<file path="src/logic/trig_pkg.sv">
package trig_pkg;
  // line index map of the crosspoint
  localparam int N_TTL = 8;
  localparam int N_ECL = 6;
  localparam int N_STAR = 13;
  localparam int N_EXT = 10;
  localparam int N_LINES = 64;
  localparam logic [5:0] TTL_BASE = 6'h00;
  localparam logic [5:0] ECL_BASE = 6'h08;
  localparam logic [5:0] STARX_BASE = 6'h0E;
  localparam logic [5:0] STARY_BASE = 6'h1B;
  localparam logic [5:0] EXT_BASE = 6'h28;
  localparam logic [5:0] CNT_PULSE_LINE = 6'h32;
  localparam logic [5:0] CNT_DONE_LINE = 6'h33;
  localparam logic [5:0] PRIMARY_TICK_OUTPUT_LINE = 6'h3C;
  localparam logic [5:0] SECONDARY_TICK_OUTPUT_LINE = 6'h3D;
  localparam logic [5:0] CLK10_LINE = 6'h3E;
  localparam logic [5:0] EXTERNAL_CONDITIONING_CLOCK_LINE = 6'h3F;
  localparam int N_TRIG = N_TTL + N_ECL;
  localparam int EXT_CLK_GPIO = 3;
  // conditioning bit positions
  localparam int COND_SYNC = 0;
  localparam int COND_INV = 1;
  localparam int COND_STRETCH = 2;
  localparam int COND_EXTERNAL_CONDITIONING_CLOCK = 3;
  // timing
  localparam int CLK_MHZ = 250;
  localparam int PULSE_NS = 100;
  localparam int PULSE_CYC = (PULSE_NS * CLK_MHZ + 999) / 1000;
  localparam logic [15:0] CNT_RESET = 16'h0000;
  localparam logic [4:0] TICK_RESET = 5'h00;

  typedef enum logic [1:0] {
    CNT_OP_NONE,
    CNT_OP_INIT,
    CNT_OP_RELOAD,
    CNT_OP_DISABLE
  } cnt_op_t;

  typedef enum logic [2:0] {
    TICK_OP_NONE,
    TICK_OP_INIT_AUTO,
    TICK_OP_INIT_MANUAL,
    TICK_OP_RELOAD,
    TICK_OP_DISABLE
  } tick_op_t;

  typedef struct packed {
    logic connect;
    logic disconnect;
    logic [5:0] src;
    logic [5:0] dst;
    logic [3:0] cond;
  } route_cmd_t;

  typedef struct packed {
    logic valid;
    logic [5:0] src;
    logic [3:0] cond;
  } route_entry_t;

  typedef struct packed {
    logic write;
    logic [3:0] line;
    logic sync;
    logic ext_semi;
  } gen_setup_t;

  typedef struct packed {
    logic write;
    logic [3:0] line;
    logic feedback;
    logic invert;
    logic force_en;
    logic force_level;
  } ext_setup_t;
endpackage

</file>
<file path="src/logic/route_table.sv">
`timescale 1ns/1ps
// destination-indexed route memory, registered read port
module route_table (
  input wire logic clock,
  input wire logic rst,
  // write side
  input wire logic wr_en,
  input wire logic [5:0] wr_addr,
  input wire trig_pkg::route_entry_t wr_data,
  // all entries, registered
  output trig_pkg::route_entry_t entries [trig_pkg::N_LINES]
);
  trig_pkg::route_entry_t mem [trig_pkg::N_LINES];

  always_ff @(posedge clock) begin
    if (rst) begin
      for (int i = 0; i < trig_pkg::N_LINES; i++) begin
        mem[i] <= '0;
      end
    end else if (wr_en) begin
      mem[wr_addr] <= wr_data;
    end
  end

  always_ff @(posedge clock) begin
    if (rst) begin
      for (int i = 0; i < trig_pkg::N_LINES; i++) begin
        entries[i] <= '0;
      end
    end else begin
      entries <= mem;
    end
  end
endmodule // route_table

</file>
<file path="src/logic/trigger_router.sv">
`timescale 1ns/1ps
module trigger_router (
  input wire logic clock,
  input wire logic rst,
  // backplane and front-panel lines, sampled
  input wire logic clk10_in,
  input wire logic [trig_pkg::N_TTL-1:0] ttl_in,
  input wire logic [trig_pkg::N_ECL-1:0] ecl_in,
  input wire logic [trig_pkg::N_STAR-1:0] starx_in,
  input wire logic [trig_pkg::N_STAR-1:0] stary_in,
  input wire logic [trig_pkg::N_EXT-1:0] ext_in,
  // driven lines
  output logic [trig_pkg::N_TTL-1:0] ttl_out,
  output logic [trig_pkg::N_TTL-1:0] ttl_oe,
  output logic [trig_pkg::N_ECL-1:0] ecl_out,
  output logic [trig_pkg::N_ECL-1:0] ecl_oe,
  output logic [trig_pkg::N_STAR-1:0] starx_out,
  output logic [trig_pkg::N_STAR-1:0] starx_oe,
  output logic [trig_pkg::N_STAR-1:0] stary_out,
  output logic [trig_pkg::N_STAR-1:0] stary_oe,
  output logic [trig_pkg::N_EXT-1:0] ext_out,
  output logic [trig_pkg::N_EXT-1:0] ext_oe,
  // routing
  input wire trig_pkg::route_cmd_t route_cmd,
  output logic route_refused,
  // generation and external setup
  input wire trig_pkg::gen_setup_t trigger_generation_setup,
  input wire logic sync_falling_edge,
  input wire trig_pkg::ext_setup_t external_line_setup,
  // sense and acknowledge, index 0..13 trigger lines
  input wire logic [trig_pkg::N_TRIG-1:0] sense_start_command,
  input wire logic [trig_pkg::N_TRIG-1:0] sense_stop_command,
  input wire logic [trig_pkg::N_TRIG-1:0] sense_ack_needed,
  input wire logic [trig_pkg::N_TRIG-1:0] acknowledge_command,
  output logic [trig_pkg::N_TRIG-1:0] trigger_sensed,
  output logic [trig_pkg::N_TRIG-1:0] ack_pending,
  output logic [trig_pkg::N_TRIG-1:0] ack_out,
  // counter
  input wire trig_pkg::cnt_op_t event_counter_setup,
  input wire logic [5:0] counter_source,
  input wire logic [15:0] counter_load,
  input wire logic counter_start,
  input wire logic counter_stop,
  output logic counter_step_pulse,
  output logic counter_done_level,
  output logic [15:0] counter_value,
  output logic counter_running,
  output logic counter_event,
  // tick timers
  input wire trig_pkg::tick_op_t tick_timer_setup,
  input wire logic [5:0] tick_source,
  input wire logic [4:0] tick_exp1,
  input wire logic [4:0] tick_exp2,
  input wire logic tick_start,
  input wire logic tick_stop,
  output logic primary_tick_output,
  output logic secondary_tick_output,
  output logic tick_running,
  output logic tick_event
);
  localparam int N_IN = 1 + trig_pkg::N_TTL + trig_pkg::N_ECL + 2 * trig_pkg::N_STAR;

  // pin synchroniser, change taken when stages 2 and 3 agree
  logic [N_IN-1:0] raw_in, s1, s2, s3, pin;
  assign raw_in = {clk10_in, ttl_in, ecl_in, starx_in, stary_in};
  // fed-back lines read a registered copy, so no route can close a loop
  logic [trig_pkg::N_EXT-1:0] e1, e2, e3, ext_pin, ext_fb;
  always_ff @(posedge clock) begin
    if (rst) begin
      s1 <= '0;
      s2 <= '0;
      s3 <= '0;
      pin <= '0;
      e1 <= '0;
      e2 <= '0;
      e3 <= '0;
      ext_pin <= '0;
      ext_fb <= '0;
    end else begin
      s1 <= raw_in;
      s2 <= s1;
      s3 <= s2;
      pin <= (s2 & s3) | (pin & (s2 | s3));
      e1 <= ext_in;
      e2 <= e1;
      e3 <= e2;
      ext_pin <= (e2 & e3) | (ext_pin & (e2 | e3));
      ext_fb <= ext_out;
    end
  end
  logic clk10_s;
  assign clk10_s = pin[N_IN-1];

  // external line config
  logic [trig_pkg::N_EXT-1:0] ext_feedback, ext_inv, ext_force, ext_level;
  always_ff @(posedge clock) begin
    if (rst) begin
      ext_feedback <= '0;
      ext_inv <= '0;
      ext_force <= '0;
      ext_level <= '0;
    end else if (external_line_setup.write && external_line_setup.line < 4'(trig_pkg::N_EXT)) begin
      ext_feedback[external_line_setup.line] <= external_line_setup.feedback;
      ext_inv[external_line_setup.line] <= external_line_setup.invert;
      ext_force[external_line_setup.line] <= external_line_setup.force_en;
      ext_level[external_line_setup.line] <= external_line_setup.force_level;
    end
  end

  logic [trig_pkg::N_EXT-1:0] ext_val;
  assign ext_val = ext_pin ^ ext_inv;
  // line 3 is the conditioning clock; fed-back lines read their own output
  logic external_conditioning_clock_s;
  assign external_conditioning_clock_s = ext_feedback[trig_pkg::EXT_CLK_GPIO] ? ext_fb[trig_pkg::EXT_CLK_GPIO]
                                                          : ext_val[trig_pkg::EXT_CLK_GPIO];

  // flat view of every line, by line index
  logic [trig_pkg::N_LINES-1:0] line_val;
  always_comb begin
    line_val = '0;
    line_val[7:0] = pin[N_IN-2 -: trig_pkg::N_TTL];
    line_val[13:8] = pin[N_IN-10 -: trig_pkg::N_ECL];
    line_val[26:14] = pin[N_IN-16 -: trig_pkg::N_STAR];
    line_val[39:27] = pin[N_IN-29 -: trig_pkg::N_STAR];
    for (int i = 0; i < trig_pkg::N_EXT; i++) begin
      line_val[40 + i] = ext_feedback[i] ? ext_fb[i] : ext_val[i];
    end
    line_val[trig_pkg::CNT_PULSE_LINE] = counter_step_pulse;
    line_val[trig_pkg::CNT_DONE_LINE] = counter_done_level;
    line_val[trig_pkg::PRIMARY_TICK_OUTPUT_LINE] = primary_tick_output;
    line_val[trig_pkg::SECONDARY_TICK_OUTPUT_LINE] = secondary_tick_output;
    line_val[trig_pkg::CLK10_LINE] = clk10_s;
    line_val[trig_pkg::EXTERNAL_CONDITIONING_CLOCK_LINE] = external_conditioning_clock_s;
  end

  // edges of the conditioning clocks
  logic clk10_d, external_conditioning_clock_d;
  always_ff @(posedge clock) begin
    if (rst) begin
      clk10_d <= 1'b0;
      external_conditioning_clock_d <= 1'b0;
    end else begin
      clk10_d <= clk10_s;
      external_conditioning_clock_d <= external_conditioning_clock_s;
    end
  end
  logic clk10_edge, external_conditioning_clock_edge;
  assign clk10_edge = sync_falling_edge ? (clk10_d & ~clk10_s) : (~clk10_d & clk10_s);
  assign external_conditioning_clock_edge = ~external_conditioning_clock_d & external_conditioning_clock_s;

  // route command checks
  logic dst_is_ext, dst_ok, src_ok;
  assign dst_is_ext = route_cmd.dst >= trig_pkg::EXT_BASE && route_cmd.dst < 6'h32;
  assign src_ok = !(route_cmd.src == trig_pkg::PRIMARY_TICK_OUTPUT_LINE && dst_is_ext)
               && !(route_cmd.src == trig_pkg::CNT_PULSE_LINE && dst_is_ext);
  assign dst_ok = route_cmd.dst < 6'h32
               && !(dst_is_ext && ext_force[4'(route_cmd.dst - trig_pkg::EXT_BASE)]);
  logic accept_connect;
  assign accept_connect = route_cmd.connect && src_ok && dst_ok;
  assign route_refused = route_cmd.connect && !accept_connect;

  trig_pkg::route_entry_t table_q [trig_pkg::N_LINES];
  trig_pkg::route_entry_t wr_entry;
  assign wr_entry = accept_connect
                    ? trig_pkg::route_entry_t'{1'b1, route_cmd.src, route_cmd.cond}
                    : '0;
  route_table u_table (
    .clock(clock),
    .rst(rst),
    .wr_en(accept_connect || (route_cmd.disconnect && table_q[route_cmd.dst].src == route_cmd.src)),
    .wr_addr(route_cmd.dst),
    .wr_data(wr_entry),
    .entries(table_q)
  );

  // per-destination conditioning
  logic [trig_pkg::N_LINES-1:0] routed, driven;
  logic [49:0] sync_q, stretch_q;
  genvar d;
  generate
    for (d = 0; d < 6'h32; d++) begin : g_dst
      logic raw, clk_edge, held;
      assign raw = line_val[table_q[d].src] ^ table_q[d].cond[trig_pkg::COND_INV];
      assign clk_edge = table_q[d].cond[trig_pkg::COND_EXTERNAL_CONDITIONING_CLOCK] ? external_conditioning_clock_edge : clk10_edge;
      always_ff @(posedge clock) begin
        if (rst) begin
          sync_q[d] <= 1'b0;
          stretch_q[d] <= 1'b0;
        end else begin
          if (clk_edge) begin
            sync_q[d] <= raw;
          end
          // holds a short pulse until the next clock edge has passed
          if (raw) begin
            stretch_q[d] <= 1'b1;
          end else if (clk_edge) begin
            stretch_q[d] <= 1'b0;
          end
        end
      end
      always_comb begin
        held = table_q[d].cond[trig_pkg::COND_SYNC] ? sync_q[d] : raw;
        if (table_q[d].cond[trig_pkg::COND_STRETCH]) begin
          held = held | stretch_q[d];
        end
      end
      assign routed[d] = held;
      assign driven[d] = table_q[d].valid;
    end
    for (d = 6'h32; d < trig_pkg::N_LINES; d++) begin : g_none
      assign routed[d] = 1'b0;
      assign driven[d] = 1'b0;
    end
  endgenerate

  // trigger generation and sensing per TTL/ECL line
  logic [trig_pkg::N_TRIG-1:0] gen_sync, gen_semi, sense_en, trig_prev, semi_hold, gen_q;
  logic [trig_pkg::N_TRIG-1:0] trig_now, trig_rise, ext_pulse;
  assign trig_now = line_val[13:0];
  always_ff @(posedge clock) begin
    if (rst) begin
      gen_sync <= '0;
      gen_semi <= '0;
    end else if (trigger_generation_setup.write
                 && trigger_generation_setup.line < 4'(trig_pkg::N_TRIG)) begin
      gen_sync[trigger_generation_setup.line] <= trigger_generation_setup.sync;
      gen_semi[trigger_generation_setup.line] <= trigger_generation_setup.ext_semi;
    end
  end

  // an external line mapped onto a trigger line acknowledges it
  logic [trig_pkg::N_EXT-1:0] ext_prev;
  always_ff @(posedge clock) begin
    if (rst) begin
      ext_prev <= '0;
    end else begin
      ext_prev <= ext_val;
    end
  end
  always_comb begin
    for (int t = 0; t < trig_pkg::N_TRIG; t++) begin
      ext_pulse[t] = 1'b0;
      for (int e = 0; e < trig_pkg::N_EXT; e++) begin
        if (table_q[t].valid && table_q[t].src == 6'(40 + e) && ext_prev[e] && !ext_val[e]) begin
          ext_pulse[t] = 1'b1;
        end
      end
    end
  end

  generate
    for (d = 0; d < trig_pkg::N_TRIG; d++) begin : g_trig
      always_ff @(posedge clock) begin
        if (rst) begin
          sense_en[d] <= 1'b0;
          trig_prev[d] <= 1'b0;
          trigger_sensed[d] <= 1'b0;
          ack_pending[d] <= 1'b0;
          ack_out[d] <= 1'b0;
          semi_hold[d] <= 1'b0;
          gen_q[d] <= 1'b0;
        end else begin
          trig_prev[d] <= trig_now[d];
          if (sense_start_command[d]) begin
            sense_en[d] <= 1'b1;
          end else if (sense_stop_command[d]) begin
            sense_en[d] <= 1'b0;
          end
          trigger_sensed[d] <= sense_en[d] && trig_rise[d];
          // new sense wins over a coincident acknowledge
          if (sense_en[d] && trig_rise[d] && sense_ack_needed[d]) begin
            ack_pending[d] <= 1'b1;
          end else if (acknowledge_command[d]) begin
            ack_pending[d] <= 1'b0;
          end
          ack_out[d] <= ack_pending[d] && acknowledge_command[d];
          if (gen_semi[d] && trig_rise[d]) begin
            semi_hold[d] <= 1'b1;
          end else if (ext_pulse[d] || acknowledge_command[d]) begin
            semi_hold[d] <= 1'b0;
          end
          if (clk10_edge) begin
            gen_q[d] <= routed[d];
          end
        end
      end
      assign trig_rise[d] = trig_now[d] && !trig_prev[d];
    end
  endgenerate

  // line drivers
  logic [trig_pkg::N_TRIG-1:0] gen_val;
  assign gen_val = (gen_sync & gen_q) | (~gen_sync & routed[13:0]);
  always_comb begin
    ttl_out = gen_val[7:0] | semi_hold[7:0];
    ttl_oe = driven[7:0] | semi_hold[7:0];
    ecl_out = gen_val[13:8] | semi_hold[13:8];
    ecl_oe = driven[13:8] | semi_hold[13:8];
    starx_out = routed[26:14];
    starx_oe = driven[26:14];
    stary_out = routed[39:27];
    stary_oe = driven[39:27];
    for (int e = 0; e < trig_pkg::N_EXT; e++) begin
      ext_out[e] = ext_force[e] ? ext_level[e] : routed[40 + e];
      ext_oe[e] = ext_force[e] | driven[40 + e];
    end
  end

  // counter and tick source edges
  logic cnt_src_d, tick_src_d, cnt_tick, tick_clk;
  always_ff @(posedge clock) begin
    if (rst) begin
      cnt_src_d <= 1'b0;
      tick_src_d <= 1'b0;
    end else begin
      cnt_src_d <= line_val[counter_source];
      tick_src_d <= line_val[tick_source];
    end
  end
  assign cnt_tick = line_val[counter_source] && !cnt_src_d;
  assign tick_clk = line_val[tick_source] && !tick_src_d;

  // event counter
  logic [7:0] pulse_cnt;
  always_ff @(posedge clock) begin
    if (rst) begin
      counter_value <= trig_pkg::CNT_RESET;
      counter_running <= 1'b0;
      counter_done_level <= 1'b0;
      counter_event <= 1'b0;
      pulse_cnt <= '0;
    end else begin
      counter_event <= 1'b0;
      case (event_counter_setup)
        trig_pkg::CNT_OP_INIT, trig_pkg::CNT_OP_RELOAD: begin
          if (counter_load != 16'h0000) begin
            counter_value <= counter_load;
            counter_running <= 1'b0;
          end
        end
        trig_pkg::CNT_OP_DISABLE: begin
          counter_running <= 1'b0;
          counter_done_level <= 1'b0;
        end
        default: begin
          if (counter_start && counter_value != 16'h0000) begin
            counter_running <= 1'b1;
          end else if (counter_stop) begin
            counter_running <= 1'b0;
          end else if (counter_running && cnt_tick) begin
            counter_value <= counter_value - 16'h0001;
            if (counter_value == 16'h0001) begin
              counter_done_level <= 1'b1;
              counter_running <= 1'b0;
              counter_event <= 1'b1;
            end
          end
        end
      endcase
      if (counter_running && cnt_tick) begin
        pulse_cnt <= 8'(trig_pkg::PULSE_CYC);
      end else if (pulse_cnt != 8'h00) begin
        pulse_cnt <= pulse_cnt - 8'h01;
      end
    end
  end
  assign counter_step_pulse = pulse_cnt != 8'h00;

  // tick timers share one counter
  logic [31:0] tick_cnt;
  logic tick_auto;
  logic [4:0] exp1, exp2;
  always_ff @(posedge clock) begin
    if (rst) begin
      tick_cnt <= '0;
      tick_auto <= 1'b0;
      tick_running <= 1'b0;
      tick_event <= 1'b0;
      exp1 <= trig_pkg::TICK_RESET;
      exp2 <= trig_pkg::TICK_RESET;
    end else begin
      tick_event <= 1'b0;
      case (tick_timer_setup)
        trig_pkg::TICK_OP_INIT_AUTO, trig_pkg::TICK_OP_INIT_MANUAL: begin
          tick_auto <= tick_timer_setup == trig_pkg::TICK_OP_INIT_AUTO;
          exp1 <= tick_exp1;
          exp2 <= tick_exp2;
          tick_cnt <= '0;
          tick_running <= 1'b0;
        end
        trig_pkg::TICK_OP_RELOAD: begin
          tick_cnt <= '0;
        end
        trig_pkg::TICK_OP_DISABLE: begin
          tick_running <= 1'b0;
          tick_cnt <= '0;
        end
        default: begin
          if (tick_start) begin
            tick_running <= 1'b1;
          end else if (tick_stop) begin
            tick_running <= 1'b0;
          end else if (tick_running && tick_clk) begin
            tick_cnt <= tick_cnt + 32'h1;
            // first tick finishes a full period: low half ends
            if ((tick_cnt & ((32'h2 << exp1) - 32'h1)) == ((32'h2 << exp1) - 32'h1)) begin
              tick_event <= 1'b1;
              if (!tick_auto) begin
                tick_running <= 1'b0;
              end
            end
          end
        end
      endcase
    end
  end

  // square waves: high for 2^n counts then low for 2^n
  always_ff @(posedge clock) begin
    if (rst) begin
      primary_tick_output <= 1'b0;
      secondary_tick_output <= 1'b0;
    end else begin
      primary_tick_output <= tick_running && !tick_cnt[exp1];
      secondary_tick_output <= tick_running && !tick_cnt[exp2];
    end
  end
endmodule // trigger_router

</file>
<file path="config.mk">
export PLATFORM = sky130hd
export DESIGN_NAME = trigger_router
export DESIGN_NICKNAME = d
export VERILOG_FILES = /design/src/logic/trig_pkg.sv /design/src/logic/route_table.sv /design/src/logic/trigger_router.sv
export SDC_FILE = /design/constraint.sdc
export NUM_CORES = 2
export LEC_CHECK = 0
export BUFFER_PORTS_ARGS = -buffer_cell sky130_fd_sc_hd__buf_2
export CORE_MARGIN = 2
export CORE_UTILIZATION = 65
export CTS_BUF_LIST = sky130_fd_sc_hd__clkbuf_2 sky130_fd_sc_hd__clkbuf_4 sky130_fd_sc_hd__clkbuf_8
export DETAILED_ROUTE_END_ITERATION = 10
export PLACE_DENSITY = 0.94
export SLEW_MARGIN = 20
export SYNTH_ARGS = -nofsm -noshare
export SYNTH_HDL_FRONTEND = slang
export SYNTH_SLANG_ARGS = --single-unit
</file>
<file path="constraint.sdc">
create_clock -name clock -period 5.26 [get_ports clock]
set_clock_uncertainty 0.2 [all_clocks]
set_input_delay 0.526 -clock clock [delete_from_list [all_inputs] [get_ports clock]]
set_output_delay 0.526 -clock clock [all_outputs]
set_load 0.02 [all_outputs]
</file>
==> results of run 1 <==
[routing by layer]
metal  GRT overflow  GRT usage (%)
met1              0          62.42
met2              0          76.14
met3              1          54.63
met4              2          58.31
met5              0          37.75
[repair_timing]
action | CTS
pin swaps | 13
gates resized for setup | 88
cloned | 1
setup buffers | 20
hold endpoints to repair | 493
hold buffers | 275
endpoints found under the setup margin | 50
[cell families after synthesis]
kind of cell	Yosys count	synth area share [%]
adders and majority gates	7	0.09283
xor gates and xnor gates	89	0.8421
AOI/OAI and AO/OA	2128	14.27
muxes	1188	25.23
DFF	1836	38.96
and+or+nand+nor	2491	14.98
buffers and inverters	1289	5.627
[through the flow]
stage	util (%)	hold slack (ps)	cells	setup slack [ps]	cell area [sq um]
4_1_cts	74.49	1.421	11280	0.5098	107100
3_3_place_gp	67.65	220.4	10460	365.6	97300
2_1_floorplan	-	200.4	9028	1322	94350
3_5_place_dp	67.66	221.2	10460	256.5	97310
==> flow_summary.json, run 1 <==
{
  "outcome": "aborted with a tool error",
  "failing_step": "5_1_grt",
  "error_line": "[ERROR GRT-0232] Routing congestion too high. Check the congestion heatmap in the GUI.",
  "cts_sinks": 1836,
  "ys_seq_area_share_pct": 38.96,
  "clock_path_buffers": 4,
  "yosys_warnings": 0,
  "syn_nets": 9226,
  "synth_top_cell_by_area": "dfxtp_1",
  "numCtsBuffers": 307,
  "htreeDepth": 5,
  "yosysMostFrequentCell": "dfxtp_1",
  "synth_seq_cells": 1836,
  "synth_top_flop_cell": "dfxtp_1",
  "avgSynthCellArea_sq_um": 10.45,
  "ys_top_cells_by_count": "1836 x dfxtp_1, 1177 x nor2b_1, 945 x mux4_2",
  "die_y_um": 385.0,
  "synth_area_leaders": "dfxtp_1 39%, mux4_2 23%, nor2b_1 7.8%",
  "netlist.area_leader.share_pct": 38.96,
  "detailed_place_hpwl_mm": 215.7,
  "synth-edff-count": 0,
  "initial_core_util_pct": 65.60,
  "grt.total_usage_pct": 63.41,
  "rows": 139,
  "io_pins": 358,
  "cts_root_buf": "clkbuf_8",
  "grt-ovfl-total": 3,
  "async_reset_ff_share_pct": 0,
  "syn-cell-area_sq_um": 94350,
  "ys_types": 93,
  "place_congestion": 1.060,
  "fp.dieW_um": 385.0,
  "synthCells": 9028,
  "numPortBuffers": 357,
  "grt_max_degree": 197
}
==> run 2, diff against run 1 <==
--- a/config.mk
+++ b/config.mk
@@ -7,10 +7,9 @@
 export LEC_CHECK = 0
 export BUFFER_PORTS_ARGS = -buffer_cell sky130_fd_sc_hd__buf_2
 export CORE_MARGIN = 2
-export CORE_UTILIZATION = 65
-export CTS_BUF_LIST = sky130_fd_sc_hd__clkbuf_2 sky130_fd_sc_hd__clkbuf_4 sky130_fd_sc_hd__clkbuf_8
+export CORE_UTILIZATION = 40
 export DETAILED_ROUTE_END_ITERATION = 10
-export PLACE_DENSITY = 0.94
+export PLACE_DENSITY_LB_ADDON = 0.15
 export SLEW_MARGIN = 20
 export SYNTH_ARGS = -nofsm -noshare
 export SYNTH_HDL_FRONTEND = slang
==> flow_summary.json, run 2 <==
{
  "power_mw": 32.00,
  "ys_types": 93,
  "vias": 79170,
  "clk_latency_ps": 930,
  "syn-cell-area_sq_um": 94350,
  "holdPathStages": 5,
  "dieArea_sq_um": 239800,
  "yosysMostFrequentCell": "dfxtp_1",
  "ys_top_cells_by_count": "1836 x dfxtp_1, 1177 x nor2b_1, 945 x mux4_2",
  "critical_path_required_ps": 4530,
  "worst-path-max-fanout": 12,
  "antenna_found_initial": 30,
  "drv_cap": 0,
  "place_congestion": 0.9688,
  "final_common_cell": "dfxtp_1",
  "fp.dieW_um": 489.7,
  "clk_pin_slew_worst_paths_ps": 60,
  "core_area_sq_um": 235000,
  "fillers": 21570,
  "critPathLaunchType": "register",
  "min_period_ps": 5304,
  "rows": 178,
  "endpoint": "ext_out[1]",
  "ant_nets": 0,
  "ys_seq_area_share_pct": 38.96,
  "viasPerCell": 6.367,
  "numPortBuffers": 357,
  "mostFrequentLayoutCells": "1769 x dfxtp_1, 1177 x nor2b_1, 945 x mux4_2",
  "syn_nets": 9226,
  "fin_crit_sh_pct": 100.8,
  "numCtsBuffers": 198,
  "syn_to_final_growth_pct": 16.75,
  "power_density_nw_per_um2": 290.5,
  "p_leak_nw": 38.56,
  "grt_pass1_wl_mm": 541.7,
  "hold_viol": 0,
  "worst_pin_slew_ps": 1322,
  "first_pass_iters": 8,
  "grt-ovfl-total": 0,
  "rr_endpoint": "tick_running$_SDFFE_PP0P_",
  "max_freq_mhz": 188.6,
  "initial_core_util_pct": 40.15,
  "drive_gt1_share_pct": 26.02,
  "yosys_warnings": 0,
  "synth-edff-count": 0,
  "slew_violations": 0,
  "worstSetupPathType": "reg2out",
  "ff2ff_path_depth": 15,
  "setup_viol": 1,
  "synth_top_flop_cell": "dfxtp_1",
  "largest_registers": "u_table.entries (634), u_table.mem (634)",
  "first_iter_violations": 10450,
  "tns_ps": -43.51,
  "tritoncts": "built",
  "worstReg2RegStart": "exp1[3]$_SDFFE_PP0P_",
  "timing.slew.headroom_pct": 11.83,
  "wl_per_cell_um": 30.18,
  "cts_sinks": 1836,
  "crit_path_end_kind": "output pin",
  "worstSetupStartpoint": "ext_pin[8]$_SDFF_PP0_",
  "outcome": "finished with violations",
  "cp.arrival_ps": 4580,
  "detailed_place_hpwl_mm": 237.1,
  "die_y_um": 489.7,
  "grt.total_usage_pct": 30.62,
  "cts_root_buf": "clkbuf_16",
  "async_reset_ff_share_pct": 0,
  "io_pins": 358,
  "drc": 0,
  "multi_input_area_sq_um": 53280,
  "netlist.area_leader.share_pct": 38.96,
  "violations": "negative setup slack",
  "grt_max_degree": 174,
  "first_global_vias": 76290,
  "fin_nets": 9275,
  "hold_class": "in2reg",
  "synth_seq_cells": 1836,
  "htreeDepth": 4,
  "r2r_slack_ps": 550,
  "clock_path_buffers": 3,
  "avgSynthCellArea_sq_um": 10.45,
  "synth_area_leaders": "dfxtp_1 39%, mux4_2 23%, nor2b_1 7.8%",
  "routed_wl_mm": 375.3,
  "worst_slack_ps": -43.51,
  "hp-start": "counter_load[5]",
  "vdd_drop_max_uv": 271.9,
  "synth_top_cell_by_area": "dfxtp_1",
  "area.sequential_sq_um": 36920,
  "synthCells": 9028
}
run 2: cell counts after synthesis:
Identical to the previous run, type by type.
run 2: worst min path at each step:
stage | slack (ps) | end
floorplan | 200 | trigger_sensed[10]$_SDFF_PP0_
global placement | 220 | s2[33]$_SDFF_PP0_
detailed placement | 220 | s2[33]$_SDFF_PP0_
CTS | 20 | counter_value[5]$_SDFFE_PP0P_
global route | 100 | counter_value[5]$_SDFFE_PP0P_
finish | 70 | counter_value[5]$_SDFFE_PP0P_
run 2: per-stage QoR:
stage	hold slack (ps)	setup slack, ps	std cells	utilization, %	area [sq um]
detailed placement	223.1	248.7	11770	42.43	99690
CTS	16.98	-14.71	12390	46.73	109800
finish	70.94	-43.51	12440	46.88	110100
floorplan	200.4	1322	9028	-	94350
global route	99.08	-11.78	12410	46.85	110100
global placement	222.5	169.2	11770	42.37	99560
run 2: logic make-up (layout without fill, tap and decap cells):
| group | Yosys count | in the layout | share of synthesized area, % |
|---|---|---|---|
| flops | 1836 | 1836 | 38.96 |
| other cells | 0 | 34 | 0 |
| fa+ha+maj | 7 | 7 | 0.09283 |
| buf+inv | 1289 | 1510 | 5.627 |
| xor+xnor | 89 | 89 | 0.8421 |
| simple gates | 2491 | 2491 | 14.98 |
| compound gates | 2128 | 2131 | 14.27 |
| mux | 1188 | 1188 | 25.23 |
run 2: repair_timing:
item                                    in CTS  in global routing
cloned                                       2                  2
endpoints found under the setup margin      50                 48
buffers inserted                            16                  6
resized for setup                           90                 41
endpoints found under the hold margin      346                  0
hold buffers                               231                  0
pin swaps                                   14                 10
run 2: report_power, final:
part	leakage, nW	internal [mW]	total (mW)	switching (mW)
Combinational	20.2	1.02	2.78	1.76
Clock	3.49	8.71	15.0	6.32
Sequential	14.9	14.0	14.2	0.153
Total	38.6	23.8	32.0	8.24
run 2: metal layers:
layer	vias up	part of all wire (%)	GRT usage, %
met5	-	0.073	0.5233
met4	16	5.9	15.96
met3	1308	11	8.969
met2	5088	44	45.76
met1	39150	39	40.03
li1	33620	-	-
run 2: layout make-up:
class,instances,share of cell area (%)
Multi-Input combinational cell,5906,48.37
Inverter,131,0.4521
Sequential cell,1836,33.52
Tap cell,3150,3.578
Timing Repair Buffer,1004,7.525
Clock inverter,95,1.250
Clock buffer,280,5.223
Antenna cell,34,0.07724
run 2: worst max-delay path, cell delays in order, from the launching register on:
cell and delay, ps:
dfxtp_1 440, xor2_2 570, o21a_2 850, mux4_2 390, nand2_1 60, a311oi_1 260, a311o_2 300, xnor2_2 130
o21ai_1 160, buf_4 150, nor2b_1 180, buf_4 170
Power figures use the tool's default switching activity.
